### config.mk
export PLATFORM = sky130hd
export DESIGN_NAME = gcr_command_map
export DESIGN_NICKNAME = d
export VERILOG_FILES = /design/src/inc/gcr_pkg.sv /design/src/rtl/gcr_command_map.sv
export VERILOG_INCLUDE_DIRS = /design/src /design/src/inc
export SDC_FILE = /design/constraint.sdc
export NUM_CORES = 2
export LEC_CHECK = 0
export ABC_CLOCK_PERIOD_IN_PS = 36600
export BUFFER_PORTS_ARGS = -buffer_cell sky130_fd_sc_hd__buf_2
export CAP_MARGIN = 10
export CORE_AREA = 2 2 405 407
export CTS_CLUSTER_DIAMETER = 40
export DETAILED_ROUTE_END_ITERATION = 7
export DIE_AREA = 0 0 407 409
export HOLD_SLACK_MARGIN = 0.12
export PLACE_DENSITY = 0.37
export SYNTH_ARGS = -nofsm -noshare
export SYNTH_HDL_FRONTEND = slang
export SYNTH_SLANG_ARGS = --single-unit
### constraint.sdc
create_clock -name ref_clk -period 36.6 [get_ports ref_clk]
set_input_delay 5.49 -clock ref_clk [delete_from_list [all_inputs] [get_ports ref_clk]]
set_output_delay 5.49 -clock ref_clk [all_outputs]
set_load 0.05 [all_outputs]
### src/inc/gcr_defs.svh
// Command codes, field values and timing counts of the gauge command map
`ifndef GCR_DEFS_SVH
`define GCR_DEFS_SVH
`define GCR_CMD_STBY_CUR   8'h1A
`define GCR_CMD_STBY_TTE   8'h1C
`define GCR_CMD_PEAK_CUR   8'h1E
`define GCR_CMD_PEAK_TTE   8'h20
`define GCR_CMD_POWER      8'h24
`define GCR_CMD_CP_TTE     8'h26
`define GCR_CMD_HLTH_PCT   8'h28
`define GCR_CMD_HLTH_CODE  8'h29
`define GCR_CMD_CHARGE     8'h2C
`define GCR_CMD_IMPEDANCE  8'h2E
`define GCR_CMD_INST_CUR   8'h30
`define GCR_CMD_DESIGN_CAPACITY       8'h3C
`define GCR_CMD_CLASS      8'h3E
`define GCR_CMD_BLOCK      8'h3F
`define GCR_CMD_WIN_FIRST  8'h40
`define GCR_CMD_WIN_LAST   8'h5F
`define GCR_CMD_CHECKSUM   8'h60
`define GCR_CMD_BLK_CTL    8'h61
`define GCR_CMD_NAME_LEN   8'h62
`define GCR_CMD_NAME_FIRST 8'h63
`define GCR_CMD_NAME_LAST  8'h69
`define GCR_CMD_APP_STATE  8'h6A
`define GCR_NO_DISCHARGE   16'hFFFF
`define GCR_HLTH_MAX       8'h64
`define GCR_CHARGE_MAX     16'h0064
`define GCR_LOW_CHARGE     16'h0032
`define GCR_CTL_GENERAL    8'h00
`define GCR_BLK_AUTH       8'h00
`define GCR_BLK_INFO_A     8'h01
`define GCR_BLK_INFO_B     8'h02
`define GCR_CLASS_RST      8'h00
`define GCR_BLOCK_RST      8'h00
`define GCR_CTL_RST        8'h00
`define GCR_FILTER_SHIFT   4
`define GCR_TICK_MS        1000
`define GCR_CLK_KHZ        100000
`define GCR_TICK_CYCLES    (`GCR_TICK_MS * `GCR_CLK_KHZ)
`endif

### src/inc/gcr_pkg.sv
// Types shared by the gauge command map
package gcr_pkg;
    // Measurements and stored values handed over by the gauging core
    typedef struct packed {
        logic signed [15:0] avgCurrent;
        logic signed [15:0] instCurrent;
        logic signed [15:0] deadband;
        logic signed [15:0] initStandby;
        logic signed [15:0] initMaxLoad;
        logic        [15:0] standbyTte;
        logic        [15:0] peakTte;
        logic signed [15:0] power;
        logic        [15:0] cpTte;
        logic        [7:0]  healthPct;
        logic        [1:0]  healthCode;
        logic        [15:0] charge;
        logic        [15:0] impedance;
        logic        [15:0] designCap;
        logic        [7:0]  nameLen;
        logic        [55:0] nameStr;
        logic        [7:0]  appState;
        logic               discharging;
        logic               fullCharge;
    } gcr_meas_t;
    // One byte access to a command code
    typedef struct packed {
        logic       wr;
        logic       rd;
        logic [7:0] addr;
        logic [7:0] data;
    } gcr_cmd_t;
    // Request to store the block window into flash
    typedef struct packed {
        logic       valid;
        logic       general;
        logic [7:0] cls;
        logic [7:0] blk;
    } gcr_commit_t;
    // Whole state of the command map
    typedef struct packed {
        logic [26:0]        tick;
        logic               tickHit;
        logic signed [15:0] stbyEst;
        logic               stbyValid;
        logic [1:0]         runLen;
        logic signed [15:0] pend;
        logic [15:0]        stbyTte;
        logic signed [15:0] peak;
        logic               peakValid;
        logic               lowSeen;
        logic [15:0]        peakTte;
        logic signed [15:0] power;
        logic [15:0]        cpTte;
        logic signed [15:0] instCur;
        logic [7:0]         cls;
        logic [7:0]         blk;
        logic [7:0]         ctl;
        logic [7:0]         cks;
        logic [31:0][7:0]   win;
        logic [7:0]         rdData;
        gcr_commit_t        commit;
    } gcr_state_t;
endpackage

### src/rtl/gcr_command_map.sv
// Command register map of the fuel gauge with standby and peak load tracking
`timescale 1ns/10ps
`include "gcr_defs.svh"

// Overview of operation
// - Standby word reads initial, then measured estimate
// - Estimate refreshed per second within current window
// - First and last qualifying samples are skipped
// - New estimate is fifteen sixteenths old plus sixteenth
// - Standby time left reads all ones idle
// - Peak load starts initial, grows with measurement
// - Full after deep discharge halves toward initial
// - Peak load time left all ones idle
// - Average power reads zero when idle
// - Constant power time per second, ones at zero
// - Health percentage clamped to one hundred
// - Health code holds four defined values only
// - Charge percentage clamped to one hundred
// - Impedance word is read only, milliohms
// - Instant current latched once per second
// - Extended commands are one or many bytes
// - Locked mode refuses class selector entirely
// - Open general mode block selects 32-byte block
// - Locked block selects auth, info A, info B
// - Design capacity readable in both modes
// - Control byte zero selects general flash access in open mode
// - Flash commit only after correct checksum
module gcr_command_map
    import gcr_pkg::*;
#(
    parameter int TickCycles = `GCR_TICK_CYCLES
) (
    // Clock and reset
    input  wire logic        ref_clk,
    input  wire logic        rst,
    // Security mode from the control word decoder
    input  wire logic        lockedMode,
    // Gauging core values
    input  wire gcr_meas_t   meas,
    // Command port
    input  wire gcr_cmd_t    cmd,
    output gcr_state_t       dummyUnused_q,
    output logic [7:0]       rdData_q,
    // Flash commit request and block contents
    output gcr_commit_t      commit_q,
    output logic [31:0][7:0] winData_q
);

    gcr_state_t st_q;
    gcr_state_t st_d;

    // Byte of a word, low byte at even code
    function automatic logic [7:0] wordByte(input logic [15:0] w, input logic hi);
        return hi ? w[15:8] : w[7:0];
    endfunction

    // Address range test
    function automatic logic inRange(input logic [7:0] a, input logic [7:0] lo,
                                     input logic [7:0] hi);
        return (a >= lo) && (a <= hi);
    endfunction

    logic signed [15:0] disCur;
    logic signed [15:0] stbyOut;
    logic signed [15:0] peakOut;
    logic               qualify;
    logic [7:0]         hlthPct;
    logic [15:0]        chargeCl;
    logic               generalMode;
    logic               winWritable;

    // Discharge magnitude and visible adaptive words
    always_comb begin
        disCur      = -meas.avgCurrent;
        stbyOut     = st_q.stbyValid ? st_q.stbyEst : meas.initStandby;
        peakOut     = st_q.peakValid ? st_q.peak : meas.initMaxLoad;
        qualify     = (17'(disCur) > 17'(meas.deadband))
                      && (17'(disCur) <= {meas.initStandby, 1'b0});
        hlthPct     = (meas.healthPct > `GCR_HLTH_MAX) ? `GCR_HLTH_MAX
                      : meas.healthPct;
        chargeCl    = (meas.charge > `GCR_CHARGE_MAX) ? `GCR_CHARGE_MAX
                      : meas.charge;
        generalMode = !lockedMode && (st_q.ctl == `GCR_CTL_GENERAL);
        winWritable = !lockedMode
                      || (st_q.blk == `GCR_BLK_AUTH)
                      || (st_q.blk == `GCR_BLK_INFO_B);
    end

    // Next state of the whole map
    always_comb begin
        logic [7:0]  sum;
        logic [2:0]  nameIdx;
        logic [7:0]  rb;
        logic        hi;
        sum     = 8'h00;
        nameIdx = 3'(cmd.addr - `GCR_CMD_NAME_FIRST);
        rb      = 8'h00;
        hi      = cmd.addr[0];
        st_d    = st_q;
        st_d.commit.valid = 1'b0;
        for (int i = 0; i < 32; i++) begin
            sum = sum + st_q.win[i];
        end
        // One second tick
        st_d.tickHit = 1'b0;
        if (st_q.tick == 27'(TickCycles - 1)) begin
            st_d.tick    = 27'h0;
            st_d.tickHit = 1'b1;
        end else begin
            st_d.tick = st_q.tick + 27'h1;
        end
        // Remember a discharge below half charge
        if (meas.discharging && (meas.charge < `GCR_LOW_CHARGE)) begin
            st_d.lowSeen = 1'b1;
        end
        // Per second measurement updates
        if (st_q.tickHit) begin
            if (qualify) begin
                // Pending sample is neither first nor last of the run
                if (st_q.runLen == 2'd2) begin
                    st_d.stbyEst = stbyOut - (stbyOut >>> `GCR_FILTER_SHIFT)
                                   + (st_q.pend >>> `GCR_FILTER_SHIFT);
                    st_d.stbyValid = 1'b1;
                end
                st_d.pend = disCur;
                if (st_q.runLen != 2'd2) begin
                    st_d.runLen = st_q.runLen + 2'd1;
                end
            end else begin
                st_d.runLen = 2'd0;
            end
            st_d.stbyTte = meas.discharging ? meas.standbyTte
                           : `GCR_NO_DISCHARGE;
            st_d.peakTte = meas.discharging ? meas.peakTte
                           : `GCR_NO_DISCHARGE;
            st_d.power   = meas.discharging ? meas.power : 16'sh0000;
            st_d.cpTte   = (meas.discharging && (meas.power != 16'sh0000))
                           ? meas.cpTte : `GCR_NO_DISCHARGE;
            st_d.instCur = meas.instCurrent;
            if (meas.fullCharge && st_q.lowSeen) begin
                st_d.peak      = 16'((17'(peakOut) + 17'(meas.initMaxLoad)) >>> 1);
                st_d.peakValid = 1'b1;
                st_d.lowSeen   = 1'b0;
            end else if (disCur > peakOut) begin
                st_d.peak      = disCur;
                st_d.peakValid = 1'b1;
            end
        end
        // Command writes
        if (cmd.wr) begin
            if (cmd.addr == `GCR_CMD_CLASS && !lockedMode) begin
                st_d.cls = cmd.data;
            end
            if (cmd.addr == `GCR_CMD_BLOCK) begin
                st_d.blk = cmd.data;
            end
            if (cmd.addr == `GCR_CMD_BLK_CTL && !lockedMode) begin
                st_d.ctl = cmd.data;
            end
            if (inRange(cmd.addr, `GCR_CMD_WIN_FIRST, `GCR_CMD_WIN_LAST)
                && winWritable) begin
                st_d.win[cmd.addr[4:0]] = cmd.data;
            end
            if (cmd.addr == `GCR_CMD_CHECKSUM) begin
                st_d.cks = cmd.data;
                if ((8'hFF - sum) == cmd.data && winWritable) begin
                    st_d.commit.valid   = 1'b1;
                    st_d.commit.general = generalMode;
                    st_d.commit.cls     = generalMode ? st_q.cls : 8'h00;
                    st_d.commit.blk     = st_q.blk;
                end
            end
        end
        // Read mux, words little endian
        if (cmd.rd) begin
            if (inRange(cmd.addr, `GCR_CMD_WIN_FIRST, `GCR_CMD_WIN_LAST)) begin
                rb = st_q.win[cmd.addr[4:0]];
            end else if (inRange(cmd.addr, `GCR_CMD_NAME_FIRST,
                                 `GCR_CMD_NAME_LAST)) begin
                rb = meas.nameStr[8*nameIdx +: 8];
            end else begin
                unique case ({cmd.addr[7:1], 1'b0})
                    `GCR_CMD_STBY_CUR:  rb = wordByte(stbyOut, hi);
                    `GCR_CMD_STBY_TTE:  rb = wordByte(st_q.stbyTte, hi);
                    `GCR_CMD_PEAK_CUR:  rb = wordByte(peakOut, hi);
                    `GCR_CMD_PEAK_TTE:  rb = wordByte(st_q.peakTte, hi);
                    `GCR_CMD_POWER:     rb = wordByte(st_q.power, hi);
                    `GCR_CMD_CP_TTE:    rb = wordByte(st_q.cpTte, hi);
                    `GCR_CMD_HLTH_PCT:  rb = hi ? {6'h00, meas.healthCode}
                                             : hlthPct;
                    `GCR_CMD_CHARGE:    rb = wordByte(chargeCl, hi);
                    `GCR_CMD_IMPEDANCE: rb = wordByte(meas.impedance, hi);
                    `GCR_CMD_INST_CUR:  rb = wordByte(st_q.instCur, hi);
                    `GCR_CMD_DESIGN_CAPACITY:      rb = wordByte(meas.designCap, hi);
                    `GCR_CMD_CLASS:     rb = hi ? st_q.blk
                                             : (lockedMode ? 8'h00 : st_q.cls);
                    `GCR_CMD_CHECKSUM:  rb = hi ? (lockedMode ? 8'h00 : st_q.ctl)
                                             : st_q.cks;
                    `GCR_CMD_NAME_LEN:  rb = hi ? 8'h00 : meas.nameLen;
                    `GCR_CMD_APP_STATE: rb = hi ? 8'h00 : meas.appState;
                    default:            rb = 8'h00;
                endcase
            end
            st_d.rdData = rb;
        end
    end

    // State register
    always_ff @(posedge ref_clk or posedge rst) begin
        if (rst) begin
            st_q           <= '0;
            st_q.stbyTte   <= `GCR_NO_DISCHARGE;
            st_q.peakTte   <= `GCR_NO_DISCHARGE;
            st_q.cpTte     <= `GCR_NO_DISCHARGE;
            st_q.cls       <= `GCR_CLASS_RST;
            st_q.blk       <= `GCR_BLOCK_RST;
            st_q.ctl       <= `GCR_CTL_RST;
        end else begin
            st_q <= st_d;
        end
    end

    // Outputs straight from the state register
    assign dummyUnused_q = st_q;
    assign rdData_q      = st_q.rdData;
    assign commit_q      = st_q.commit;
    assign winData_q     = st_q.win;

    // Helper sum of the window for the commit check
    logic [7:0] sum_w;
    always_comb begin
        sum_w = 8'h00;
        for (int i = 0; i < 32; i++) begin
            sum_w = sum_w + st_q.win[i];
        end
    end

    // Checks
    property p_stby_initial;
        @(posedge ref_clk) disable iff (rst)
        cmd.rd && (cmd.addr == `GCR_CMD_STBY_CUR) && !st_q.stbyValid
        |=> rdData_q == $past(meas.initStandby[7:0]);
    endproperty
    a_stby_initial: assert property (p_stby_initial)
        else $error("standby word not initial value");

    property p_stby_on_tick;
        @(posedge ref_clk) disable iff (rst)
        $changed(st_q.stbyEst) |-> $past(st_q.tickHit) && $past(qualify);
    endproperty
    a_stby_on_tick: assert property (p_stby_on_tick)
        else $error("standby estimate changed off tick");

    property p_skip_first;
        @(posedge ref_clk) disable iff (rst)
        st_q.tickHit && (st_q.runLen != 2'd2) |=> $stable(st_q.stbyEst);
    endproperty
    a_skip_first: assert property (p_skip_first)
        else $error("early sample averaged in");

    property p_stby_tte_idle;
        @(posedge ref_clk) disable iff (rst)
        st_q.tickHit && !meas.discharging |=> st_q.stbyTte == 16'hFFFF;
    endproperty
    a_stby_tte_idle: assert property (p_stby_tte_idle)
        else $error("standby time not all ones when idle");

    property p_peak_grow;
        @(posedge ref_clk) disable iff (rst)
        st_q.tickHit && !(meas.fullCharge && st_q.lowSeen) && (disCur > peakOut)
        |=> st_q.peak == $past(disCur);
    endproperty
    a_peak_grow: assert property (p_peak_grow)
        else $error("peak load not updated");

    property p_cp_zero;
        @(posedge ref_clk) disable iff (rst)
        st_q.power == 16'sh0000 |-> st_q.cpTte == 16'hFFFF;
    endproperty
    a_cp_zero: assert property (p_cp_zero)
        else $error("constant power time wrong at zero power");

    property p_hlth_clamp;
        @(posedge ref_clk) disable iff (rst)
        cmd.rd && (cmd.addr == `GCR_CMD_HLTH_PCT) |=> rdData_q <= 8'h64;
    endproperty
    a_hlth_clamp: assert property (p_hlth_clamp)
        else $error("health percent above limit");

    property p_class_locked;
        @(posedge ref_clk) disable iff (rst)
        lockedMode && cmd.wr && (cmd.addr == `GCR_CMD_CLASS) |=> $stable(st_q.cls);
    endproperty
    a_class_locked: assert property (p_class_locked)
        else $error("class written in locked mode");

    property p_commit_cause;
        @(posedge ref_clk) disable iff (rst)
        commit_q.valid |-> $past(cmd.wr) && ($past(cmd.addr) == `GCR_CMD_CHECKSUM)
                           && ($past(cmd.data) == 8'hFF - $past(sum_w));
    endproperty
    a_commit_cause: assert property (p_commit_cause)
        else $error("commit without correct checksum");

    property p_word_order;
        @(posedge ref_clk) disable iff (rst)
        cmd.rd && (cmd.addr == 8'h3D) |=> rdData_q == $past(meas.designCap[15:8]);
    endproperty
    a_word_order: assert property (p_word_order)
        else $error("high byte not at odd code");

    property p_hlth_code;
        @(posedge ref_clk) disable iff (rst)
        cmd.rd && (cmd.addr == `GCR_CMD_HLTH_CODE) |=> rdData_q <= 8'h03;
    endproperty
    a_hlth_code: assert property (p_hlth_code)
        else $error("health code outside defined values");

    property p_inst_on_tick;
        @(posedge ref_clk) disable iff (rst)
        $changed(st_q.instCur) |-> $past(st_q.tickHit);
    endproperty
    a_inst_on_tick: assert property (p_inst_on_tick)
        else $error("instant current changed off tick");

    property p_halve_clears;
        @(posedge ref_clk) disable iff (rst)
        st_q.tickHit && meas.fullCharge && st_q.lowSeen
        |=> st_q.peakValid && !st_q.lowSeen;
    endproperty
    a_halve_clears: assert property (p_halve_clears)
        else $error("deep discharge mark not cleared at full");

    property p_info_a_locked;
        @(posedge ref_clk) disable iff (rst)
        lockedMode && (st_q.blk == `GCR_BLK_INFO_A) && cmd.wr
        |=> !commit_q.valid && $stable(st_q.win);
    endproperty
    a_info_a_locked: assert property (p_info_a_locked)
        else $error("information block A altered in locked mode");

    c_commit: cover property (@(posedge ref_clk) commit_q.valid);
    c_adapted: cover property (@(posedge ref_clk) $rose(st_q.stbyValid));
    c_halved: cover property (@(posedge ref_clk) st_q.tickHit && meas.fullCharge
                              && st_q.lowSeen);

endmodule // gcr_command_map

==> summary.md <==
| Metric | Value |
|---|---|
| CP arrival | 9.61 ns |
| Row count | 148 |
| Cell Area, Synth | 35060 sq um |
| Startpoint types | input port |
| Final WS setup | 27.58 ns |
| Synth async-reset ratio | 100.0% |
| Register area share after synthesis | 34.08% |
| DR iter-0 viols | 1723 |
| Final ANT Viol Nets | 0 |
| R2r startpoint | dummyUnused_q[87]$_DFFE_PP0P_ |
| Power density cells | 63.80 nW/um^2 |
| Final Hold Viols | 0 |
| Syn-to-layout area delta | 28.86% |
| Final setup vio count | 0 |
| Post_cts resized | 0 |
| Drc violations | 0 |
| Die Area | 166500 sq um |
| Fmax | 0.1109 GHz |
| Placement Setup Slack | 26.70 ns |
| Vias | 28630 |
| Slew Limit Fails | 0 |
| Number of buffers added on ports | 1053 |
| Core area | 162000 sq um |
| Initial antenna violation count | 40 |
| Hold_sp | dummyUnused_q[413]$_DFFE_PP0P_ |
| WL final | 197500 um |
| Hold_buf cts | 0 |
| Clock sink count | 475 |
| Final Skew | 0.08951 ns |
| Share of layout cells above drive strength 1 | 43.43% |
| Synth cell types | 77 |
| Outcome | finished, final reports clean |
| # nets final | 4712 |
| HP Class | flip-flop to flip-flop |
| First-pass GRT wire length | 262400 um |
| Clock Pin Slew Worst Setup and Hold Paths | 0.05 ns |
| Commonest non-fill, non-tap cell in the layout | buf_2 |
| Vias per std cell | 4.480 |
| Io pins | 1054 |
| GRT Total Usage | 23.23% |
| Die X | 407 um |
| Cell count after synthesis | 3272 |
| Top FF cell, synth | dfrtp_1 |
| Num CTS Buffers | 117 |
| Vias in the first global route | 29230 |
| Worst-Margin Slew | 1.263 ns |
| Largest net degree at the start of global routing | 141 |
| Initial Util | 21.64% |
| RSZ-0062 raised after global routing | no |
| Syn Nets | 3893 |
| Root Buffer | clkbuf_16 |
| Avg Inst Size Synth | 10.71 sq um |
| VDD IR max | 181.8 uV |
| Yosys warnings | 0 |
| Gr ovfl total | 0 |
| Post-DP HPWL | 156800 um |
| Htree depth | 3 |
| Setup TNS | 0 ns |
| CTS tree | built |
| Commonest non-fill, non-tap cells in the layout | buf_2 (1051), inv_1 (496), dfrtp_1 (426) |
| Die Span Y | 409 um |
| CP Max Fanout | 31 |
| Crit path time final | 9.015 ns |
| Clk Latency, worst-skew pair | 0.76 ns |
| Final worst-path cycle share | 24.63% |
| Router iterations before antenna repair | 5 |
| Post-synth EDFFs | 0 |
| Routability cong. | 0.8603 |
| Cell leakage power | 23.40 nW |
| FF+latch count, synth | 475 |
| Worst path required time | 37.20 ns |
| Setup CP Type | input port to flip-flop |
| Clock buffer depth | 3 |
| Post-CTS setup buffer count | 0 |
| Post-DR wirelength/cell | 30.90 um |
| Worst setup EP type | flip-flop |
| Max Cap Viol | 0 |
| Critical Path Source | cmd[12] |
| Slew margin rel. | 14.93% |
## per-layer routing
metal	vias to the layer above	global-route usage (%)	share of wire, %
met5	-	0	0.055
met4	16	6.539	2.7
met3	211	4.476	6.0
met2	1086	39.26	49
met1	14860	29.94	43
li1	12460	-	-
## critical path, stage by stage
cell	delay [ns]
buf_2	0.10
buf_4	0.27
or3_1	0.51
nor3_2	0.66
and3_1	0.71
nand2_1	0.10
nor2_1	0.17
nand4_1	0.17
nor3_4	0.92
mux2_2	0.42
## path summary, 6_finish.rpt
kind	to	slack, ns	depth (start not counted)
worst max-delay path	commit_q[6]$_DFFE_PP0P_	27.58	10
worst min-delay path	dummyUnused_q[413]$_DFFE_PP0P_	0.49	2
worst max register to register	commit_q[6]$_DFFE_PP0P_	28.34	19
worst min register to register	dummyUnused_q[413]$_DFFE_PP0P_	0.49	2
max in group asynchronous	dummyUnused_q[249]$_DFFE_PP0P_	29.29	4
min in group asynchronous	dummyUnused_q[430]$_DFFE_PP0P_	4.92	2
## cell type report
type,count,area [sq um]
Antenna cell,23,57.56
Clock buffer,151,3257
Clock inverter,70,930.9
Fill cell,17380,116900
Inverter,498,1877
Multi-Input combinational cell,1883,18610
Sequential cell,475,11950
Tap cell,2175,2721
Timing Repair Buffer,1116,5768
## metrics by stage
step / power [mW] / util [%] / cell area [sq um] / cells / hold WS (ns)
finish: 2.882 / 27.88 / 45170 / 6391 / 0.4856
global route: 3.083 / 27.86 / 45130 / 6375 / 0.5113
CTS: 2.929 / 27.84 / 45120 / 6368 / 0.4860
detailed placement: 1.802 / 25.26 / 40930 / 6147 / 0.4765
global placement: 1.807 / 25.24 / 40900 / 6143 / 0.4663
floorplan: 1.509 / - / 35060 / 3272 / 0.6652
## synthesized netlist by cell type, drive strengths merged (6+ instances only)
cell type / n / share of area, %
o2bb2ai: 7 / 0.17
dfstp: 48 / 3.6
dfrtp: 427 / 30
or2: 6 / 0.11
a21o: 29 / 0.62
mux2: 353 / 11
a31oi: 16 / 0.29
nor4: 20 / 0.36
nand3: 48 / 0.69
nor3b: 14 / 0.30
ha: 112 / 4.0
or3: 10 / 0.18
o21ai: 81 / 1.2
xor2: 35 / 0.90
o22a: 50 / 1.2
a21oi: 87 / 1.2
nor2: 111 / 1.2
nor3: 42 / 0.65
o221ai: 9 / 0.22
nand2b: 12 / 0.21
and2: 10 / 0.18
and3: 14 / 0.25
nand4: 13 / 0.23
clkbuf: 84 / 0.90
a22oi: 7 / 0.15
o211ai: 14 / 0.30
nand2: 155 / 1.7
nor2b: 12 / 0.21
o22ai: 31 / 0.55
mux2i: 111 / 3.2
a211oi: 17 / 0.36
buf: 332 / 6.8
inv: 498 / 5.3
xnor2: 111 / 2.8
fa: 212 / 12
mux4: 69 / 4.4
## sequential cells by signal (all words and copies together) (netlist names)
name           count
rdData_q           8
dummyUnused_q    449
commit_q          18
## kinds of logic (layout without fill, tap and decap cells)
group	Yosys count	after routing	share of synthesized area, %
DFF	475	475	34.08
xor gates and xnor gates	146	146	3.669
buffers and inverters	914	1835	13.00
and+or+nand+nor	482	482	6.599
muxes	533	533	18.97
AOI/OAI and AO/OA	398	398	7.581
adders and majority gates	324	324	16.10
other	0	23	0
## power breakdown
part	leakage [nW]	switching (mW)	internal [mW]	total, mW
combinational	15.1	0.712	0.489	1.20
sequential	6.25	0.0378	0.542	0.580
clock	2.05	0.363	0.738	1.10
total	23.4	1.11	1.77	2.88
Power figures use the tool's default switching activity.
